`src/hw/ifsb_regs.svh`:
```
// Register offsets, field positions and reset values of the flag bank.
// Assumes a 32-bit classic Wishbone slave with byte addresses.
`ifndef IFSB_REGS_SVH
`define IFSB_REGS_SVH

// ----------------------------------------------------------------
// Offsets
// ----------------------------------------------------------------
`define IFSB_OFS_FLAGS 4'h0
`define IFSB_OFS_MASK 4'h4
`define IFSB_OFS_CTRL 4'h8

// ----------------------------------------------------------------
// Field positions
// ----------------------------------------------------------------
`define IFSB_BIT_SPI2_ERR 0
`define IFSB_BIT_SPI2_EVT 1
`define IFSB_BIT_CAN_RX 2
`define IFSB_BIT_CAN_EVT 3
`define IFSB_BIT_DMA3 4
`define IFSB_BIT_PMP 13
`define IFSB_BIT_DMA4 14
`define IFSB_IMPL_MASK 16'h601F
`define IFSB_CAN_MASK 16'h000C
`define IFSB_CTRL_CAN_BIT 0

// ----------------------------------------------------------------
// Reset values
// ----------------------------------------------------------------
`define IFSB_RST_FLAGS 16'h0000
`define IFSB_RST_MASK 16'h0000
`define IFSB_RST_CAN 1'h1
`define IFSB_RST_RDATA 32'h00000000
`define IFSB_RST_IRQ 1'h0
`define IFSB_RST_ACK 1'h0

// ----------------------------------------------------------------
// Read padding above the 16-bit word and the 1-bit control field
// ----------------------------------------------------------------
`define IFSB_RD_PAD 16'h0000
`define IFSB_CTRL_PAD 31'h00000000

`endif

```
`src/hw/ifsb_pkg.sv`:
```
// Types shared by the flag bank files.
// Assumes nothing of its surroundings.
package ifsb_pkg;
  typedef logic [15:0] ifsb_word_t;
  typedef enum logic [1:0] {
    IFSB_IDLE = 2'h0,
    IFSB_ACK = 2'h1
  } ifsb_bus_t;
endpackage

```
`src/hw/ifsb_wb_slave.sv`:
```
// Classic Wishbone handshake: one-cycle ack per request, then a gap.
// Assumes the master holds its request until it samples ack.
`include "ifsb_regs.svh"
`timescale 1ns/1ps
`default_nettype none
module ifsb_wb_slave (
  // Clock and reset
  input wire logic clk_sys,
  input wire logic srst,
  // Bus request
  input wire logic wb_cyc_i,
  input wire logic wb_stb_i,
  // Accept strobe to the register file
  output logic accept,
  output logic wb_ack_o
);
  ifsb_pkg::ifsb_bus_t state_q;
  ifsb_pkg::ifsb_bus_t state_d;
  logic ack_q;
  logic ack_d;

  // Ack state: idle, then one ack cycle, so ack drops the cycle after it
  always_comb begin
    state_d = ifsb_pkg::IFSB_IDLE;
    case (state_q)
      ifsb_pkg::IFSB_IDLE: begin
        if (wb_cyc_i && wb_stb_i) begin
          state_d = ifsb_pkg::IFSB_ACK;
        end
      end
      default: begin
        state_d = ifsb_pkg::IFSB_IDLE;
      end
    endcase
    // Ack flop of its own so the pin comes straight from a register
    ack_d = (state_d == ifsb_pkg::IFSB_ACK);
  end

  always_ff @(posedge clk_sys) begin
    if (srst) begin
      state_q <= ifsb_pkg::IFSB_IDLE;
      ack_q <= `IFSB_RST_ACK;
    end else begin
      state_q <= state_d;
      ack_q <= ack_d;
    end
  end

  // Take effect at the edge where ack is sampled
  assign accept = (state_q == ifsb_pkg::IFSB_ACK) && wb_cyc_i && wb_stb_i;
  assign wb_ack_o = ack_q;
endmodule
`default_nettype wire

```
`src/hw/ifsb_flag_bank.sv`:
```
// Second interrupt flag status bank with Wishbone access and one irq line.
// Assumes source request pulses are synchronous to clk_sys.
`include "ifsb_regs.svh"
`timescale 1ns/1ps
`default_nettype none
module ifsb_flag_bank (
  // Clock and reset
  input wire logic clk_sys,
  input wire logic srst,
  // Wishbone slave
  input wire logic wb_cyc_i,
  input wire logic wb_stb_i,
  input wire logic wb_we_i,
  input wire logic [3:0] wb_adr_i,
  input wire logic [3:0] wb_sel_i,
  input wire logic [31:0] wb_dat_i,
  output logic [31:0] wb_dat_o,
  output logic wb_ack_o,
  // Source request pulses
  input wire logic dmaCh4DoneReq,
  input wire logic parallelPortReq,
  input wire logic dmaCh3DoneReq,
  input wire logic canEventReq,
  input wire logic canRxReadyReq,
  input wire logic spiCh2EventReq,
  input wire logic spiCh2ErrorReq,
  // Interrupt
  output logic irq
);
  // ----------------------------------------------------------------
  // State
  // ----------------------------------------------------------------
  ifsb_pkg::ifsb_word_t flags_q;
  ifsb_pkg::ifsb_word_t flags_d;
  ifsb_pkg::ifsb_word_t mask_q;
  ifsb_pkg::ifsb_word_t mask_d;
  logic canPresent_q;
  logic canPresent_d;
  logic [31:0] rdata_q;
  logic [31:0] rdata_d;
  logic irq_q;
  logic irq_d;
  logic accept;
  logic ackRaw;
  ifsb_pkg::ifsb_word_t events;
  ifsb_pkg::ifsb_word_t wmask;
  logic wrFlags;
  logic wrMask;
  logic wrCtrl;
  logic rdTake;

  // Byte lanes 0 and 1 carry the 16-bit word
  function automatic ifsb_pkg::ifsb_word_t lane_mask(input logic [3:0] sel);
    lane_mask = {{8{sel[1]}}, {8{sel[0]}}};
  endfunction

  // ----------------------------------------------------------------
  // Bus handshake
  // ----------------------------------------------------------------
  ifsb_wb_slave u_slave (
    .clk_sys(clk_sys),
    .srst(srst),
    .wb_cyc_i(wb_cyc_i),
    .wb_stb_i(wb_stb_i),
    .accept(accept),
    .wb_ack_o(ackRaw)
  );
  assign wb_ack_o = ackRaw; // Flop output inside slave

  // Event vector in bit order
  always_comb begin
    events = `IFSB_RST_FLAGS;
    events[`IFSB_BIT_DMA4] = dmaCh4DoneReq;
    events[`IFSB_BIT_PMP] = parallelPortReq;
    events[`IFSB_BIT_DMA3] = dmaCh3DoneReq;
    events[`IFSB_BIT_CAN_EVT] = canEventReq && canPresent_q;
    events[`IFSB_BIT_CAN_RX] = canRxReadyReq && canPresent_q;
    events[`IFSB_BIT_SPI2_EVT] = spiCh2EventReq;
    events[`IFSB_BIT_SPI2_ERR] = spiCh2ErrorReq;
  end

  // ----------------------------------------------------------------
  // Write strobes
  // ----------------------------------------------------------------
  // Strobes fire only in the ack cycle, so each write lands exactly once
  always_comb begin
    wrFlags = 1'b0;
    wrMask = 1'b0;
    wrCtrl = 1'b0;
    if (accept && wb_we_i) begin
      if (wb_adr_i == `IFSB_OFS_FLAGS) begin
        wrFlags = 1'b1;
      end else if (wb_adr_i == `IFSB_OFS_MASK) begin
        wrMask = 1'b1;
      end else if (wb_adr_i == `IFSB_OFS_CTRL) begin
        wrCtrl = 1'b1;
      end
    end
  end
  assign wmask = lane_mask(wb_sel_i);

  // ----------------------------------------------------------------
  // CAN presence control
  // ----------------------------------------------------------------
  // Presence bit rides on lane 0 only
  always_comb begin
    canPresent_d = canPresent_q;
    if (wrCtrl && wb_sel_i[0]) begin
      canPresent_d = wb_dat_i[`IFSB_CTRL_CAN_BIT];
    end
  end

  // Presence register; comes up present
  always_ff @(posedge clk_sys) begin
    if (srst) begin
      canPresent_q <= `IFSB_RST_CAN;
    end else begin
      canPresent_q <= canPresent_d;
    end
  end

  // ----------------------------------------------------------------
  // Flag word
  // ----------------------------------------------------------------
  // Software write first, then events on top: a set beats a same-cycle clear
  always_comb begin
    flags_d = flags_q;
    if (wrFlags) begin
      // Plain writable flags: software may set or clear
      flags_d = (flags_q & ~wmask) | (wb_dat_i[15:0] & wmask);
    end
    flags_d = flags_d | events;
    if (!canPresent_d) begin
      // Dropping presence clears the CAN pair at once
      flags_d = flags_d & ~`IFSB_CAN_MASK;
    end
    flags_d = flags_d & `IFSB_IMPL_MASK;
  end

  // Flag register; sticky, since only a write can lower a bit
  always_ff @(posedge clk_sys) begin
    if (srst) begin
      flags_q <= `IFSB_RST_FLAGS;
    end else begin
      flags_q <= flags_d;
    end
  end

  // ----------------------------------------------------------------
  // Interrupt mask
  // ----------------------------------------------------------------
  // Same layout as the flag word; unused bits stay zero
  always_comb begin
    mask_d = mask_q;
    if (wrMask) begin
      mask_d = (mask_q & ~wmask) | (wb_dat_i[15:0] & wmask);
    end
    mask_d = mask_d & `IFSB_IMPL_MASK;
  end

  // Mask register
  always_ff @(posedge clk_sys) begin
    if (srst) begin
      mask_q <= `IFSB_RST_MASK;
    end else begin
      mask_q <= mask_d;
    end
  end

  // ----------------------------------------------------------------
  // Interrupt line
  // ----------------------------------------------------------------
  // Built from next values so irq rises at the same edge as its flag
  always_comb begin
    irq_d = |(flags_d & mask_d);
  end

  // Registered so the pin never glitches
  always_ff @(posedge clk_sys) begin
    if (srst) begin
      irq_q <= `IFSB_RST_IRQ;
    end else begin
      irq_q <= irq_d;
    end
  end

  // ----------------------------------------------------------------
  // Read data
  // ----------------------------------------------------------------
  // Captured the cycle before ack, so it stands for the whole ack cycle
  always_comb begin
    rdTake = wb_cyc_i && wb_stb_i && !wb_we_i && !ackRaw;
    rdata_d = rdata_q;
    if (rdTake) begin
      // Unmapped addresses read zero
      if (wb_adr_i == `IFSB_OFS_FLAGS) begin
        rdata_d = {`IFSB_RD_PAD, flags_q};
      end else if (wb_adr_i == `IFSB_OFS_MASK) begin
        rdata_d = {`IFSB_RD_PAD, mask_q};
      end else if (wb_adr_i == `IFSB_OFS_CTRL) begin
        rdata_d = {`IFSB_CTRL_PAD, canPresent_q};
      end else begin
        rdata_d = `IFSB_RST_RDATA;
      end
    end
  end

  // Read data register; holds until the next read
  always_ff @(posedge clk_sys) begin
    if (srst) begin
      rdata_q <= `IFSB_RST_RDATA;
    end else begin
      rdata_q <= rdata_d;
    end
  end

  // ----------------------------------------------------------------
  // Outputs, straight from flops
  // ----------------------------------------------------------------
  assign wb_dat_o = rdata_q;
  assign irq = irq_q;
endmodule
`default_nettype wire

```
`config.mk`:
```
export PLATFORM = sky130hd
export DESIGN_NAME = ifsb_flag_bank
export DESIGN_NICKNAME = d
export VERILOG_FILES = /design/src/hw/ifsb_pkg.sv /design/src/hw/ifsb_wb_slave.sv /design/src/hw/ifsb_flag_bank.sv
export VERILOG_INCLUDE_DIRS = /design/src /design/src/hw
export SDC_FILE = /design/constraint.sdc
export NUM_CORES = 1
export LEC_CHECK = 0
export ABC_AREA = 1
export CAP_MARGIN = 40
export CORE_MARGIN = 2
export CORE_UTILIZATION = 37
export DETAILED_ROUTE_END_ITERATION = 16
export DONT_BUFFER_PORTS = 1
export PLACE_DENSITY_LB_ADDON = 0.08
export SKIP_LAST_GASP = 1
export SLEW_MARGIN = 20
export SYNTH_ARGS = -nofsm -noshare
export SYNTH_HDL_FRONTEND = slang
export SYNTH_HIERARCHICAL = 1
export SYNTH_SLANG_ARGS = --single-unit
```
`constraint.sdc`:
```
create_clock -name clk_sys -period 1.37 [get_ports clk_sys]
set_input_delay 0.2055 -clock clk_sys [delete_from_list [all_inputs] [get_ports clk_sys]]
set_output_delay 0.2055 -clock clk_sys [all_outputs]
set_load 0.01 [all_outputs]
```
**Yosys cells after proc, flatten, opt, wreduce, memory -nomap -nowiden**

Cells that the tools add are included.

- Register bits after elaboration: 51
- Output and inout port bits: 34
- Logic and storage cells: 51

- Equality and inequality tests: 4
- Multiplexer cells: 18
- Bitwise logic cells: 8
- Reductions and logical operators: 14

Operator list:

| kind | count |
|---|---|
| bitwise AND 15 bit | 4 |
| two-way mux 15 bit | 4 |
| OR 15 bit | 3 |
| OR reduction 16 bit | 1 |
| inverter 15 bit | 1 |
| two-way mux 1 bit | 13 |
| logical AND 1 bit | 9 |
| equality test 4 x 3 -> 1 bit, second input constant | 1 |
| equality test 4 bit, second input constant | 1 |
| zero test 4 bit | 1 |
| two-way mux 4 bit | 1 |
| equality test 2 x 1 -> 1 bit, second input constant | 1 |
| zero test 1 bit | 2 |
| zero test 2 bit | 1 |
| equality test 1 bit, second input constant | 1 |

**Longest topological paths before layout**

Gate-level depths: netlist of the first run.

- Depth after elaboration: 10
- Depth in mapped cells: 12
- Gate-level depth less buffers: 12

**By module**

The synthesis of the first run kept the hierarchy.

Modules (own cells, without submodules):

| module | instances | cells each | area an instance (um2) | seq. area each (um2) |
|---|---|---|---|---|
| ifsb_flag_bank | 1 | 212 | 1468.9 | 460.4 |
| ifsb_wb_slave | 1 | 7 | 45.0 | 20.0 |

**Worst setup path after synthesis of the first run**

OpenSTA, ideal clock, no wires.

- Path type: flip-flop to flip-flop
- Start: register u_slave.state_q[0]
- End: register irq_q (netlist: irq)
- Setup time: 0.131 ns
- Arrival: 1.344 ns
- Slack: -0.104 ns
- Stages on the path, launching flop included: 12
- Period minus slack after synthesis: 1.474 ns
- Cells stage by stage: dfxtp_1 -> inv_2 -> nor2_1 -> nand2_1 -> nor2_4 -> nand3_4 -> nand2_1 -> o21ai_1 -> nand2_1 -> nand2_1 -> nor2_1 -> a21oi_2

- Cells in the longest elaborated chain, start to end: 10
- Elaborated cells between the ends (all ways): 15
- Those cells by class: 1 x eq/ne; 7 x mux; 2 x bitwise; 5 x reduce/logical

RTL lines:

| what | RTL line | RTL |
|---|---|---|
| start: declaration | ifsb_wb_slave.sv:17 | `ifsb_pkg::ifsb_bus_t state_q;` |
| start signal: assignment | ifsb_wb_slave.sv:41 | `state_q <= ifsb_pkg::IFSB_IDLE;` |
| start signal: assignment | ifsb_wb_slave.sv:44 | `state_q <= state_d;` |
| equality test 2 x 1 -> 1 bit * | ifsb_wb_slave.sv:50 | `assign accept = (state_q == ifsb_pkg::IFSB_ACK) && wb_cyc_i && wb_stb_i;` |
| logical AND 1 bit * (2 in a row) | ifsb_wb_slave.sv:50 |  |
| net accept | ifsb_flag_bank.sv:43 | `logic accept;` |
| logical AND 1 bit * | ifsb_flag_bank.sv:90 | `if (accept && wb_we_i) begin` |
| two-way mux 1 bit | ifsb_flag_bank.sv:90 |  |
| two-way mux 15 bit or logical AND 1 bit (tied branches) | ifsb_flag_bank.sv:128, ifsb_flag_bank.sv:108 |  |
| OR 15 bit or two-way mux 1 bit (tied branches) | ifsb_flag_bank.sv:132, ifsb_flag_bank.sv:108 |  |
| two-way mux 4 bit | ifsb_flag_bank.sv:133 | `if (!canPresent_d) begin` |
| bitwise AND 15 bit * | ifsb_flag_bank.sv:175 | `irq_d = \|(flags_d & mask_d);` |
| OR reduction 16 bit * | ifsb_flag_bank.sv:175 |  |
| end signal: assignment | ifsb_flag_bank.sv:181 | `` irq_q <= `IFSB_RST_IRQ; `` |
| end signal: assignment | ifsb_flag_bank.sv:183 | `irq_q <= irq_d;` |
| end: declaration | ifsb_flag_bank.sv:41 | `logic irq_q;` |

Mark *: on every way through the listed nets, which the timed path passes. The rest lies on a longest branch.
A chain may end at the register's enable or synchronous reset.

**Worst setup path in the final report of the first run**

Ends and elaborated chain as after synthesis.

==> flow_summary.yaml, run 1 <==
status:
  outcome: "complete, but fails checks"
  violations: "hold timing, setup timing"
sta:
  maxSlewViolCount: 0
  grt_setup_unrepaired: "yes"
  whs_ns: -0.003952
  setup_viol: 2
  fin_skew_ns: 0.003043
  tns_ns: -0.1423
  setup_slack_ns: -0.1357
  fmax_mhz: 664.1
  layout_min_cycle_time_ns: 1.506
  fin_crit_sh_pct: 109.9
  final_hold_viol_count: 4
placed_design:
  detailed_place_hpwl_um: 2628
  dp_slack_ns: -0.1546
  port_buffers: 0
  gp_congestion: 0.8330
floorplanning:
  core_area_um2: 3971
  fp.dieW_um: 67.97
  die-area_um2: 4619
  initial_core_util_pct: 38.12
  die_h_um: 67.97
  rows: 23
  ios: 86
clocking:
  cts-htree-levels: 1
  numCtsBuffers: 3
  clk_latency_ns: 0.27
  cts_root_buf: "clkbuf_8"
  clk_pin_slew_worst_paths_ns: 0.08
  cts_tree: "built"
  clock-sinks: 24
  cts_buffer_depth: 2
synth:
  synth-simple-area-share_pct: 32.64
  syn_area_um2: 1514
  synth-xor-area-share_pct: 0
  ys_seq_elements: 24
  synth.mux.area_fraction_pct: 0
  synthCells: 219
  synth_largest_area_cell: "dfxtp_1"
  yosysSeqAreaShare_pct: 31.74
  yosysWarningCount: 6
  synth_area_leaders: "dfxtp_1 32%, nand2_1 14%, buf_4 12%"
  synth_area_per_cell_um2: 6.913
  synth_compound_area_share_pct: 12.48
  synth_cell_types: 26
  synth_top_area_share_pct: 31.74
  synth_adder_area_share_pct: 0
  synth_top_family_by_area: "simple AND/OR/NAND/NOR gates"
critical_path:
  path_max_fanout: 8
  path_buf_inv: 1
  cp_data_required_time_ns: 1.58
  criticalPathCategory: "register to register"
  crit_path_frequent_cell: "nor2_4"
  critPathCaptureType: "register"
  cp_slowest_cell: "dfxtp_2"
  cpPeakStageDelay_ns: 0.34
  arrival_ns: 1.71
  path_delay_family: "simple AND/OR/NAND/NOR gates"
  path_cells: "inv_2 > nor2_4 > nand2_4 > nor2_4 > nand3_4 > o21ai_2 > nand2_2 > nand2_2 > nor2_4 > a21oi_2"
  start_kind: "register"
finish:
  diodes: 0
  multiInputGateArea_um2: 899.6
  drive_gt1_share_pct: 28.15
  nets: 292
  nFillCells: 431
  final_cell_mix: "43 x nand2_1, 36 x inv_1, 25 x conb_1, 23 x dfxtp_1, 16 x buf_4"
  area_growth_pct: 18.43
  layout_commonest_cell: "nand2_1"
  ff_latch_area_um2: 481.7
power:
  p_leak_uw: 0.0008911
  ir_worst_vdd_mv: 0.4611
  powerDensity_nw_per_um2: 754.6
global_route:
  grt_max_degree: 15
  antenna_found_initial: 0
  overflow: 0
  grt_usage_pct: 16.52
  grt_pass1_wl_um: 5602
  grt_pass1_vias: 1184
routing:
  first_pass_iters: 4
  drtAntennaViolNets: 0
  drc: 0
  routedWlPerCell_um: 12.10
  wl_um: 3485
  dr_total_vias: 1295
  drt_iter0_markers: 41
  vias_per_cell: 4.497
worst_hold_path:
  hp-class: "primary input to register"
job:
  max_cap_violations: 0
## per-stage QoR
| stage | total power (uW) | std cells | hold WS [ns] | utilization, % | area, um2 |
|---|---|---|---|---|---|
| 2_1_floorplan | 944.4 | 243 | 0.3558 | - | 1615 |
| 5_1_grt | 1437 | 288 | -0.02303 | 45.15 | 1793 |
| 6_report | 1353 | 288 | -0.003952 | 45.15 | 1793 |
| 3_5_place_dp | 934.3 | 283 | 0.2756 | 40.61 | 1613 |
| 3_3_place_gp | 931.7 | 283 | 0.2746 | 40.61 | 1613 |
| 4_1_cts | 1359 | 286 | -0.01351 | 42.09 | 1672 |
## final timing paths
path,slack [ns],from,cells after the start,end
worst max-delay path,-0.14,u_slave/state_q[0],10,irq
worst min-delay path,-0.004,srst,1,irq
worst max register to register,-0.14,u_slave/state_q[0],10,irq
worst min register to register,0.48,mask_q[2],2,mask_q[2]
## cell type report
cell class	instances	area share (%)
sequential	24	26.87
tap	50	3.489
multi-input combinational	152	50.17
inverter	39	8.304
timing repair buffer	20	8.863
clock buffer	3	2.303
## power breakdown
group	internal [uW]	switching, uW
registers	724	20.1
logic	68.6	123
clock network	197	221
## Yosys cell counts (all sizes together)
cell and instances:
o211ai 10, a41oi 1, a21oi 3, o21ai 13, buf 26, nand3 17
inv 39, nand2 58, nor3 1, o221ai 2, clkbuf 2, conb 1
dfxtp 24, nor2 19, nand3b 3
## state kept, by name, indices dropped and copies added, names as in the netlist
register / count
canPresent_q: 1
irq: 1
flags_q: 7
u_slave/state_q: 1
mask_q: 7
wb_dat_o: 7
## timing repair
item | CTS | global route
setup endpoints to repair | 4 | 15
endpoints found under the hold margin | 10 | 10
gates cloned | 0 | 1
gates resized for setup | 7 | 30
buffers inserted | 0 | 2
pin swaps | 4 | 15
## kinds of logic after synthesis
| family | Yosys count |
|---|---|
| AND/OR/NAND/NOR | 98 |
| other | 1 |
| AO/OA/AOI/OAI | 29 |
| buffers and inverters | 67 |
| flip-flops | 24 |
## routing by layer
layer	routed length (um)	GRT usage, %	vias up
met3	277	4.276	6
met5	0	0	-
met2	1606	25.36	46
li1	-	-	677
met1	1557	22.20	566
met4	43	6.000	0
No activity file was read; power rests on OpenSTA's default activity.
==> inputs of run 2 (changes only) <==
ABC_AREA = not set   (was 1)
==> run 2 against run 1 <==
Compared with the run above: the run ends with setup timing left; global-route usage up 0.23 points; first-iteration DRC count up 27%; area after synthesis down 9.5%; via count down 10%; sequential cell count unchanged; count of clock-buffer cells in the layout unchanged; final area down 3.8%; clock skew up 0.0011 ns; utilization up 2.7 points; register-to-register slack worse by 0.13 ns; sequential share of layout area up 1.1 points; worst setup slack worse by 0.13 ns; critical endpoint unchanged; largest power group unchanged.
==> flow_summary.yaml, run 2 <==
floorplanning:
  die-area_um2: 4206
  die_h_um: 64.85
  fp.dieW_um: 64.85
  core_area_um2: 3606
  initial_core_util_pct: 37.99
  ios: 86
  rows: 22
sta:
  fin_skew_ns: 0.004154
  fin_crit_sh_pct: 119.6
  fmax_mhz: 610.2
  grt_setup_unrepaired: "yes"
  final_hold_viol_count: 0
  setup_viol: 8
  setup_slack_ns: -0.2688
  maxSlewViolCount: 0
  worst_slew_pin_slew_ns: 0.8492
  slew_headroom_pct: 43.20
  tns_ns: -1.018
  layout_min_cycle_time_ns: 1.639
routing:
  vias_per_cell: 5.065
  drt_iter0_markers: 52
  met3_length_um: 232
  wl_met2_um: 1777
  drt-met1-wl_um: 1409
  drtAntennaViolNets: 0
  first_pass_iters: 4
  top_layer: "met4"
  dr_total_vias: 1165
  wl_um: 3435
  routedWlPerCell_um: 14.93
  drc: 0
synth:
  syn_area_um2: 1370
  yosysMostFrequentCell: "buf_4"
  synthCells: 156
  synth_cell_types: 38
  async_reset_ff_share_pct: 0
  synth_area_per_cell_um2: 8.782
  synth_top_area_share_pct: 35.07
  synth_edf_count: 0
  yosysWarningCount: 6
  synth-main-ff-cell: "dfxtp_1"
  ys_seq_elements: 24
  synth_largest_area_cell: "dfxtp_1"
  yosysSeqAreaShare_pct: 35.07
  yosys-top-cells-count: "26 x buf_4, 24 x dfxtp_1, 14 x nor2_1, 9 x nand2_1"
  synth_area_leaders: "dfxtp_1 35%, buf_4 14%, nor2_1 3.8%"
critical_path:
  path_delay_family: "compound AO/OA/AOI/OAI gates"
  path_buf_inv: 0
  path_max_fanout: 3
  cpPeakStageDelay_ns: 0.33
  start_kind: "register"
  critPathCaptureType: "register"
  criticalPathCategory: "register to register"
  cp_slowest_cell: "dfxtp_2"
  cp_data_required_time_ns: 1.51
  path_cells: "and3_4 > nand3_4 > nor2_4 > mux2_4 > a222oi_1 > a41oi_1"
  arrival_ns: 1.78
finish:
  nets: 236
  nFillCells: 358
  layout_commonest_cell: "conb_1"
  diodes: 0
  final_cell_mix: "25 x conb_1, 23 x dfxtp_1, 23 x buf_4, 10 x nor2_1, 8 x nand2_1"
  area_growth_pct: 25.94
  final_area_um2: 1725
  drive_gt1_share_pct: 34.07
  instances_no_fill: 230
global_route:
  overflow: 0
  grt_max_degree: 25
  grt_usage_pct: 16.75
  grt_pass1_vias: 1105
  antenna_found_initial: 0
  grt_pass1_wl_um: 5409
clocking:
  cts-htree-levels: 1
  cts_tree: "built"
  numCtsBuffers: 3
  clk_latency_ns: 0.27
  cts_root_buf: "clkbuf_8"
  cts_buffer_depth: 2
  clock-sinks: 24
  clk_pin_slew_worst_paths_ns: 0.08
status:
  violations: "setup timing"
  outcome: "complete, but fails checks"
power:
  ir_worst_vdd_mv: 0.3144
  power_uw: 1324
  p_leak_uw: 0.0006633
  powerDensity_nw_per_um2: 767.5
placed_design:
  place_area_um2: 1534
  detailed_place_hpwl_um: 2597
  port_buffers: 0
  gp_congestion: 0.8310
  dpl.cell_count: 221
  dp_slack_ns: -0.4395
worst_hold_path:
  hp-class: "primary input to register"
job:
  max_cap_violations: 0
-- run 2: where the power goes --
| group | leakage, uW | internal [uW] | switching [uW] | total, uW |
|---|---|---|---|---|
| Combinational | 0.000445 | 68.7 | 94.8 | 163 |
| Sequential | 0.000197 | 722 | 19.9 | 742 |
| Clock | 0.0000216 | 197 | 222 | 419 |
| Total | 0.000663 | 988 | 337 | 1320 |
-- run 2: per-layer routing --
layer | GRT usage (%) | up-vias
met1 | 21.31 | 555
met2 | 28.22 | 34
met3 | 3.299 | 2
li1 | - | 574
met4 | 5.585 | 0
met5 | 0 | -
-- run 2: stage by stage --
stage / util (%) / hold WS, ns
2_1_floorplan: - / 0.2771
3_3_place_gp: 42.54 / 0.2792
3_5_place_dp: 42.54 / 0.2797
4_1_cts: 44.80 / -0.008905
5_1_grt: 47.85 / 0.03108
6_report: 47.85 / 0.03720
-- run 2: cell families (layout without fill, tap and decap cells) --
group,count (synthesis),after routing,share of synthesized area (%)
AND/OR/NAND/NOR,50,50,21.83
AO/OA/AOI/OAI,39,39,19.73
multiplexers,8,8,6.301
flip-flops,24,24,35.07
buffers and inverters,34,36,16.80
other,1,25,0.2737
-- run 2: worst paths after layout --
kind | to | cells past startpoint | slack (ns) | start
max | irq | 6 | -0.27 | u_slave/state_q[0]
min | canPresent_q | 1 | 0.04 | srst
max reg2reg | irq | 6 | -0.27 | u_slave/state_q[0]
min reg2reg | flags_q[1] | 2 | 0.51 | flags_q[1]
-- run 2: area by class of cell --
class / instances / area (um2) / area share, %
Multi-Input combinational cell: 122 / 889.6 / 51.56
Sequential cell: 24 / 481.7 / 27.92
Timing Repair Buffer: 29 / 237.7 / 13.78
Tap cell: 48 / 60.06 / 3.481
Clock buffer: 3 / 41.29 / 2.393
Inverter: 4 / 15.01 / 0.8702
-- run 2: repair_timing --
action / 4_1_cts / 5_1_grt
pin swaps: 4 / 1
resized for setup: 11 / 13
endpoints found under the setup margin: 9 / 13
buffers inserted: 1 / 2
gates cloned: 0 / 1
hold endpoints to repair: 17 / 21
